### config.mk
export PLATFORM = sky130hd
export DESIGN_NAME = uar_single_pin_uart
export DESIGN_NICKNAME = d
export VERILOG_FILES = /design/src/uar_pkg.sv /design/src/uar_single_pin_uart.sv
export SDC_FILE = /design/constraint.sdc
export NUM_CORES = 1
export LEC_CHECK = 0
export BUFFER_PORTS_ARGS = -buffer_cell sky130_fd_sc_hd__buf_2
export CORE_ASPECT_RATIO = 1.1
export CORE_MARGIN = 5
export CORE_UTILIZATION = 55
export CTS_BUF_LIST = sky130_fd_sc_hd__clkbuf_8 sky130_fd_sc_hd__clkbuf_16
export CTS_CLUSTER_DIAMETER = 40
export DETAILED_ROUTE_END_ITERATION = 10
export PLACE_DENSITY = 0.79
export SLEW_MARGIN = 15
export SYNTH_ARGS = -nofsm -noshare
export SYNTH_HDL_FRONTEND = slang
export SYNTH_SLANG_ARGS = --single-unit
### constraint.sdc
create_clock -name clk -period 5.1 [get_ports clk]
set_clock_uncertainty 0.15 [all_clocks]
set_input_delay 0.51 -clock clk [delete_from_list [all_inputs] [get_ports clk]]
set_output_delay 0.51 -clock clk [all_outputs]
set_load 0.02 [all_outputs]
### src/uar_pkg.sv
// constants, types and field layout of the single-pin serial port
package uar_pkg;

	// ===================================================================
	// register offsets
	localparam logic [7:0] OFF_CTRL    = 8'h00;
	localparam logic [7:0] OFF_STATUS  = 8'h04;
	localparam logic [7:0] OFF_SCLEAR  = 8'h08;
	localparam logic [7:0] OFF_IENABLE = 8'h0c;
	localparam logic [7:0] OFF_IDISABL = 8'h10;
	localparam logic [7:0] OFF_IMASK   = 8'h14;
	localparam logic [7:0] OFF_RXHOLD  = 8'h18;
	localparam logic [7:0] OFF_TXHOLD  = 8'h1c;
	localparam logic [7:0] OFF_BAUD    = 8'h20;
	localparam logic [7:0] OFF_VERSION = 8'h24;
	localparam logic [7:0] OFF_CLKREQ  = 8'h28;

	// ===================================================================
	// field positions and reset values
	localparam int          BIT_BUSY      = 0;
	localparam int          BIT_OSC       = 2;
	localparam int          BIT_READY     = 8;
	localparam int          BIT_DRDY      = 9;
	localparam int          BIT_OVERRUN   = 10;
	localparam int          BIT_CONFLICT  = 13;
	localparam logic [31:0] VERSION_RESET = 32'h0000_0210;
	localparam logic [15:0] DIVISOR_RESET = 16'h0000;
	localparam logic [7:0]  SYNC_BYTE     = 8'h55;
	// busy count loaded by a write; unless a frame is being sent, the cross-domain handshake is held busy one cycle longer than this
	localparam logic [2:0]  SYNC_CYCLES   = 3'h4;
	// falling edges of the sync byte that follow its start edge
	localparam logic [2:0]  SYNC_FALLS    = 3'h4;
	localparam logic [2:0]  LAST_BIT      = 3'h7;

	// ===================================================================
	// types
	typedef enum logic [1:0] {MODE_OFF, MODE_RX, MODE_TX, MODE_RXSYNC} uar_mode_t;
	typedef enum logic [1:0] {TX_IDLE, TX_START, TX_DATA, TX_STOP} uar_tx_st_t;
	typedef enum logic [2:0] {RX_IDLE, RX_START, RX_DATA, RX_STOP, RX_MEASURE} uar_rx_st_t;

	typedef struct packed {
		logic conflict;
		logic overrun;
		logic dataReady;
		logic ready;
	} uar_flags_t;

	typedef struct packed {
		logic [7:0]  addr;
		logic [31:0] wrData;
		logic        write;
		logic        read;
	} uar_bus_req_t;

	typedef struct packed {
		logic out;
		logic oe;
	} uar_pin_drv_t;

endpackage : uar_pkg

### src/uar_single_pin_uart.sv
// single-pin asynchronous receiver/transmitter with its register file
`timescale 1ns/10ps
`default_nettype none

module uar_single_pin_uart (
	// clock and reset
	input  wire logic        clk,
	input  wire logic        rst,
	// register port
	input  wire logic [7:0]  regAddr,
	input  wire logic [31:0] regWrData,
	input  wire logic        regWrite,
	input  wire logic        regRead,
	output logic      [31:0] regRdData,
	// serial pin
	input  wire logic        lineIn,
	output logic             lineOut,
	output logic             lineOe,
	// oscillator handshake
	input  wire logic        oscRunning,
	output logic             oscRequest,
	// interrupt
	output logic             irq
);

	// ===================================================================
	// state
	typedef struct packed {
		uar_pkg::uar_mode_t   mode;
		logic [15:0]          divisor;
		logic                 oscReq;
		uar_pkg::uar_flags_t  flags;
		uar_pkg::uar_flags_t  mask;
		logic [7:0]           rxByte;
		logic                 rxUnread;
		logic [7:0]           txByte;
		logic                 busy;
		logic [2:0]           busyCnt;
		uar_pkg::uar_tx_st_t  txSt;
		logic [7:0]           txShift;
		logic [2:0]           txBits;
		logic [12:0]          txCnt;
		uar_pkg::uar_rx_st_t  rxSt;
		logic [7:0]           rxShift;
		logic [2:0]           rxBits;
		logic [15:0]          rxCnt;
		logic [2:0]           falls;
		logic                 linePrev;
		logic                 synced;
		logic [31:0]          rdData;
		uar_pkg::uar_pin_drv_t pin;
		logic                 irq;
	} uar_state_t;

	uar_state_t          s;
	uar_state_t          next_s;
	uar_pkg::uar_bus_req_t bus;
	logic                rxDeliver;
	logic                conflictSet;
	logic                syncDone;
	logic [12:0]         bitCycles;
	logic                fallEdge;

	assign bus = '{addr: regAddr, wrData: regWrData, write: regWrite, read: regRead};

	// ===================================================================
	// helpers
	function automatic logic [31:0] flagsToWord(input uar_pkg::uar_flags_t f);
		logic [31:0] w;
		w                        = 32'h0000_0000;
		w[uar_pkg::BIT_CONFLICT] = f.conflict;
		w[uar_pkg::BIT_OVERRUN]  = f.overrun;
		w[uar_pkg::BIT_DRDY]     = f.dataReady;
		w[uar_pkg::BIT_READY]    = f.ready;
		return w;
	endfunction : flagsToWord

	function automatic uar_pkg::uar_flags_t wordToFlags(input logic [31:0] w);
		uar_pkg::uar_flags_t f;
		f.conflict  = w[uar_pkg::BIT_CONFLICT];
		f.overrun   = w[uar_pkg::BIT_OVERRUN];
		f.dataReady = w[uar_pkg::BIT_DRDY];
		f.ready     = w[uar_pkg::BIT_READY];
		return f;
	endfunction : wordToFlags

	// ===================================================================
	// next state
	always_comb begin
		uar_pkg::uar_flags_t setF;
		uar_pkg::uar_flags_t clrF;
		logic                wrOk;
		logic [31:0]         rd;
		next_s      = s;
		setF        = '0;
		clrF        = '0;
		rxDeliver   = 1'b0;
		syncDone    = 1'b0;
		rd          = 32'h0000_0000;
		// divisor is in eighths of a bit; a zero divisor still yields one cycle
		bitCycles   = (s.divisor[15:3] == 13'h0000) ? 13'h0001 : s.divisor[15:3];
		fallEdge    = s.linePrev & ~lineIn;
		wrOk        = bus.write & ~s.busy;
		conflictSet = (s.txSt != uar_pkg::TX_IDLE) & s.pin.out & ~lineIn;
		next_s.linePrev = lineIn;

		// register writes
		if (bus.write) begin
			unique case (bus.addr)
				uar_pkg::OFF_CTRL: if (wrOk) begin
					next_s.mode = uar_pkg::uar_mode_t'(bus.wrData[1:0]);
					if (bus.wrData[1:0] == 2'h0) begin
						next_s.synced = 1'b0;
						next_s.rxSt   = uar_pkg::RX_IDLE;
					end
				end
				uar_pkg::OFF_SCLEAR:  clrF = wordToFlags(bus.wrData);
				uar_pkg::OFF_IENABLE: next_s.mask = s.mask | wordToFlags(bus.wrData);
				uar_pkg::OFF_IDISABL: next_s.mask = s.mask & ~wordToFlags(bus.wrData);
				uar_pkg::OFF_BAUD:    if (wrOk) next_s.divisor = bus.wrData[15:0];
				uar_pkg::OFF_CLKREQ:  next_s.oscReq = bus.wrData[0];
				uar_pkg::OFF_TXHOLD:  if (wrOk) next_s.txByte = bus.wrData[7:0];
				default: ;
			endcase
			if (wrOk && (bus.addr == uar_pkg::OFF_CTRL || bus.addr == uar_pkg::OFF_BAUD
					|| bus.addr == uar_pkg::OFF_TXHOLD)) begin
				next_s.busy    = 1'b1;
				next_s.busyCnt = uar_pkg::SYNC_CYCLES;
			end
			if (wrOk && bus.addr == uar_pkg::OFF_TXHOLD && s.mode == uar_pkg::MODE_TX) begin
				next_s.txSt    = uar_pkg::TX_START;
				next_s.txShift = bus.wrData[7:0];
				next_s.txCnt   = bitCycles - 13'h0001;
				next_s.txBits  = 3'h0;
				next_s.pin     = '{out: 1'b0, oe: 1'b1};
			end
		end

		// register reads, data stand one cycle only
		if (bus.read) begin
			unique case (bus.addr)
				uar_pkg::OFF_CTRL:    rd = {30'h0, s.mode};
				uar_pkg::OFF_STATUS: begin
					rd                  = flagsToWord(s.flags);
					rd[uar_pkg::BIT_BUSY] = s.busy;
					rd[uar_pkg::BIT_OSC]  = oscRunning;
				end
				uar_pkg::OFF_IMASK:   rd = flagsToWord(s.mask);
				uar_pkg::OFF_RXHOLD: begin
					rd              = {24'h0, s.rxByte};
					next_s.rxUnread = 1'b0;
				end
				uar_pkg::OFF_TXHOLD:  rd = {24'h0, s.txByte};
				uar_pkg::OFF_BAUD:    rd = {16'h0, s.divisor};
				uar_pkg::OFF_VERSION: rd = uar_pkg::VERSION_RESET;
				uar_pkg::OFF_CLKREQ:  rd = {31'h0, s.oscReq};
				default:              rd = 32'h0000_0000;
			endcase
		end
		next_s.rdData = rd;

		// transmitter
		if (s.txSt != uar_pkg::TX_IDLE) begin
			if (s.txCnt != 13'h0000) begin
				next_s.txCnt = s.txCnt - 13'h0001;
			end else begin
				next_s.txCnt = bitCycles - 13'h0001;
				unique case (s.txSt)
					uar_pkg::TX_START: begin
						next_s.txSt    = uar_pkg::TX_DATA;
						next_s.pin.out = s.txShift[0];
						next_s.txShift = {1'b1, s.txShift[7:1]};
					end
					uar_pkg::TX_DATA: begin
						if (s.txBits == uar_pkg::LAST_BIT) begin
							next_s.txSt    = uar_pkg::TX_STOP;
							next_s.pin.out = 1'b1;
						end else begin
							next_s.pin.out = s.txShift[0];
							next_s.txShift = {1'b1, s.txShift[7:1]};
						end
						next_s.txBits = s.txBits + 3'h1;
					end
					default: begin
						next_s.txSt = uar_pkg::TX_IDLE;
						next_s.pin  = '{out: 1'b1, oe: 1'b0};
					end
				endcase
			end
		end

		// receiver: sampling points are the middle of each bit
		unique case (s.rxSt)
			uar_pkg::RX_IDLE: begin
				if (fallEdge && s.mode == uar_pkg::MODE_RXSYNC && !s.synced) begin
					next_s.rxSt  = uar_pkg::RX_MEASURE;
					next_s.rxCnt = 16'h0000;
					next_s.falls = 3'h0;
				end else if (fallEdge && (s.mode == uar_pkg::MODE_RX
						|| s.mode == uar_pkg::MODE_RXSYNC)) begin
					next_s.rxSt  = uar_pkg::RX_START;
					next_s.rxCnt = {3'h0, bitCycles >> 1};
				end
			end
			uar_pkg::RX_MEASURE: begin
				// start edge to fifth falling edge of 0x55 spans eight bits,
				// which in eighths of a bit is the divisor itself
				next_s.rxCnt = s.rxCnt + 16'h0001;
				if (fallEdge) begin
					next_s.falls = s.falls + 3'h1;
					if (s.falls + 3'h1 == uar_pkg::SYNC_FALLS) begin
						syncDone       = 1'b1;
						next_s.divisor = s.rxCnt + 16'h0001;
						next_s.synced  = 1'b1;
						next_s.rxSt    = uar_pkg::RX_IDLE;
					end
				end
			end
			default: begin
				if (s.rxCnt != 16'h0000) begin
					next_s.rxCnt = s.rxCnt - 16'h0001;
				end else begin
					next_s.rxCnt = {3'h0, bitCycles} - 16'h0001;
					unique case (s.rxSt)
						uar_pkg::RX_START: begin
							next_s.rxSt   = lineIn ? uar_pkg::RX_IDLE : uar_pkg::RX_DATA;
							next_s.rxBits = 3'h0;
						end
						uar_pkg::RX_DATA: begin
							next_s.rxShift = {lineIn, s.rxShift[7:1]};
							next_s.rxBits  = s.rxBits + 3'h1;
							if (s.rxBits == uar_pkg::LAST_BIT) next_s.rxSt = uar_pkg::RX_STOP;
						end
						default: begin
							// a byte with a low stop bit is dropped
							next_s.rxSt = uar_pkg::RX_IDLE;
							rxDeliver   = lineIn;
						end
					endcase
				end
			end
		endcase
		if (s.mode != uar_pkg::MODE_RX && s.mode != uar_pkg::MODE_RXSYNC)
			next_s.rxSt = uar_pkg::RX_IDLE;
		// a sync finishing in the cycle of a disabling write is cleared one cycle later, once the mode reads off
		if (s.mode == uar_pkg::MODE_OFF)
			next_s.synced = 1'b0;
		if (rxDeliver) begin
			next_s.rxByte   = s.rxShift;
			next_s.rxUnread = 1'b1;
			setF.dataReady  = 1'b1;
			setF.overrun    = s.rxUnread;
		end

		// busy handshake: a transmit keeps it busy until the frame ends
		if (s.busy) begin
			if (s.busyCnt != 3'h0) begin
				next_s.busyCnt = s.busyCnt - 3'h1;
			end else if (next_s.txSt == uar_pkg::TX_IDLE) begin
				next_s.busy = 1'b0;
				setF.ready  = 1'b1;
			end
		end

		setF.conflict = conflictSet;
		// a set in the same cycle as its clear wins
		next_s.flags  = (s.flags & ~clrF) | setF;
		next_s.irq    = |(next_s.flags & next_s.mask);
	end

	// ===================================================================
	// registers
	always_ff @(posedge clk) begin
		if (rst) begin
			s          <= '0;
			s.divisor  <= uar_pkg::DIVISOR_RESET;
			s.linePrev <= 1'b1;
			s.pin      <= '{out: 1'b1, oe: 1'b0};
		end else begin
			s <= next_s;
		end
	end

	assign regRdData  = s.rdData;
	assign lineOut    = s.pin.out;
	assign lineOe     = s.pin.oe;
	assign oscRequest = s.oscReq;
	assign irq        = s.irq;
endmodule : uar_single_pin_uart

`default_nettype wire

==> flow_metrics.env <==
export IMPL_cts_hold_buf=0
export IMPL_drt_total_wl_um=21300
export IMPL_ir_worst_vdd_mv=0.225
export IMPL_post_cts_buffers=0
export IMPL_crit_family="simple AND/OR/NAND/NOR gates"
export IMPL_gp_congestion=0.957
export IMPL_clock_latency_ns=0.43
export IMPL_synth_top_cell_area_share_pct=33.3
export IMPL_crit_required_ns=5.27
export IMPL_tritoncts="built"
export IMPL_hold_depth=3
export IMPL_viasPerCell=6.46
export IMPL_synth_edf_count=0
export IMPL_tightest_slew_ns=1.17
export IMPL_grtUsageTotal_pct=26.1
export IMPL_antenna_found_initial=0
export IMPL_drc=0
export IMPL_path_class="flip-flop to flip-flop"
export IMPL_start_util_pct=55.8
export IMPL_ctsLongestPathBuffers=2
export IMPL_area_growth_pct=6.53
export IMPL_die_area_um2=16500
export IMPL_crit_slowest_cell="dfxtp_1"
export IMPL_htree_levels=4
export IMPL_grt_overflow_total=0
export IMPL_hold_start="oscRunning"
export IMPL_yosys_warnings=0
export IMPL_die_h_um=134
export IMPL_dp_cells=1099
export IMPL_period_minus_slack_ns=3.34
export IMPL_synth_cells=943
export IMPL_hold_viol_final=0
export IMPL_cts_sinks=128
export IMPL_power_density_nw_per_um2=269
export IMPL_fin_area_um2=8210
export IMPL_regArea_um2=2560
export IMPL_worst_path_max_fanout=9
export IMPL_grt_pass1_vias=6601
export IMPL_dr_pass1_iters=5
export IMPL_worst_path_buf_inv=0
export IMPL_crit_chain="nor3_1, and3_1, a21oi_1, ha_1, or3b_2, or4_1, nand3_1, a211oi_1, nor4_1"
export IMPL_drtIter0Drc=933
export IMPL_tns_ns=0
export IMPL_core_um2=13800
export IMPL_cts_root_buf="clkbuf_16"
export IMPL_cts_repair_resized=0
export IMPL_cp_depth=9
export IMPL_final_cell_mix="dfxtp_1 (128), nand2_1 (100), nor2_1 (93)"
export IMPL_multi_input_comb_area_um2=4520
export IMPL_final_max_slew_violation_count=0
export IMPL_placementRows=45
export IMPL_crit_path_max_incr_delay_ns=0.56
export IMPL_slew_headroom_pct=21.7
export IMPL_cp_startpoint="s[134]$_SDFF_PP0_"
export IMPL_clk_pin_slew_ns=0.06
export IMPL_vias=7309
export IMPL_dpl_hpwl_um=15000
export IMPL_rsz0062_at_grt="false"
export IMPL_synth_seq_cells=128
export IMPL_status="finished clean"
export IMPL_fin_crit_sh_pct=65.4
export IMPL_netlist_area_um2=7700
export IMPL_hold_class="primary input to flip-flop"
export IMPL_synth_ff_type="dfxtp_1"
export IMPL_synth_area_leaders="dfxtp_1 (33%), nand2_1 (4.9%), nor2_1 (4.5%)"
export IMPL_r2r_cells=9
export IMPL_synth_area_per_cell_um2=8.17
export IMPL_r2r_start="s[134]$_SDFF_PP0_"
export IMPL_port_buffers=49
export IMPL_fillerInstances=1230
export IMPL_drive_above_1_share_pct=16.3
export IMPL_chipWidth_um=123
export IMPL_total_power_mw=2.21
export IMPL_yosysSeqAreaShare_pct=33.3
export IMPL_synth_distinct_cells=89
export IMPL_p_leak_nw=3.01
export IMPL_grt_pass1_wl_um=34200
export IMPL_postRouteAntennaNets=0
export IMPL_io_pins=82
export IMPL_place_area_um2=7660
export IMPL_endpoint_kind="flip-flop"
export IMPL_grt_max_degree=56
export IMPL_cts_buffers_inserted=17
export IMPL_wire_per_inst_um=18.9
export IMPL_layout_commonest_cell="dfxtp_1"
export IMPL_crit_arrival_ns=3.51
export IMPL_drv_cap=0
export IMPL_num_antenna_cells=0
export IMPL_instances_no_fill=1131
export IMPL_post_synth_top_area_cell="dfxtp_1"
export IMPL_synthArstFlopShare_pct=0
export IMPL_fin_nets=991
export IMPL_finalSetupViolCount=0
export IMPL_start_kind="flip-flop"
export IMPL_max_freq_mhz=300
export IMPL_utilization_pct=59.5
==> report_power, final <==
part	switching (mW)	internal, mW
Sequential	0.00108	1.00
Combinational	0.0607	0.0187
Clock	0.487	0.639
Total	0.549	1.66
==> cell usage after synthesis (all sizes together), types with 18 or more instances <==
cell type / number
nand3: 39
a31oi: 18
mux2: 24
o21ai: 28
nor3: 28
clkbuf: 53
nor2: 97
a21oi: 75
nand2: 101
dfxtp: 128
buf: 46
a211oi: 24
a22oi: 20
==> worst min-delay path: stages <==
cell     delay, ns
buf_2         0.10
nand2_1       0.05
a21oi_1       0.05
==> path summary, 6_finish.rpt <==
path | endpoint | slack (ns)
worst max register to register | s[48]$_SDFFE_PP0P_ | 1.76
worst min register to register | s[107]$_SDFFE_PP0P_ | 0.31
worst min-delay path | regRdData[2]$_SDFF_PP0_ | 0.18
worst max-delay path | s[48]$_SDFFE_PP0P_ | 1.76
==> layer usage <==
metal,routed length (um),global-route usage [%],vias up,share of wire (%)
li1,-,-,3408,-
met1,9090,36.4,3467,43
met5,0,0,-,0
met3,1740,4.60,60,8.2
met4,616,9.83,0,2.9
met2,9900,40.1,374,46
==> metrics by stage <==
step / hold WS [ns] / setup slack [ns]
after detailed placement: 0.301 / 1.83
after global routing: 0.205 / 1.60
final: 0.178 / 1.76
after floorplan: 0.282 / 2.24
after global placement: 0.296 / 1.86
after CTS: 0.171 / 1.80
==> state kept, by name, summed over array words and instances, names as in the netlist <==
name	count
lineOe	1
oscRequest	1
regRdData	16
s	108
lineOut	1
irq	1
==> layout make-up <==
cell class                      instances  share of cell area (%)
Inverter                               16                   0.732
Clock buffer                           18                    5.35
Multi-Input combinational cell        713                    55.0
Clock inverter                         14                    1.31
Timing Repair Buffer                   54                    3.48
Sequential cell                       128                    31.2
Tap cell                              188                    2.87
==> logic make-up after synthesis <==
logic type                 after synthesis  share of synthesized area [%]
buffers and inverters                  117                           8.93
AOI/OAI and AO/OA                      244                           21.8
DFF                                    128                           33.3
and+or+nand+nor                        383                           26.2
xor gates and xnor gates                18                           2.05
other                                    1                         0.0487
adders and majority gates               16                           2.57
muxes                                   36                           5.07
Power figures use the tool's default switching activity.
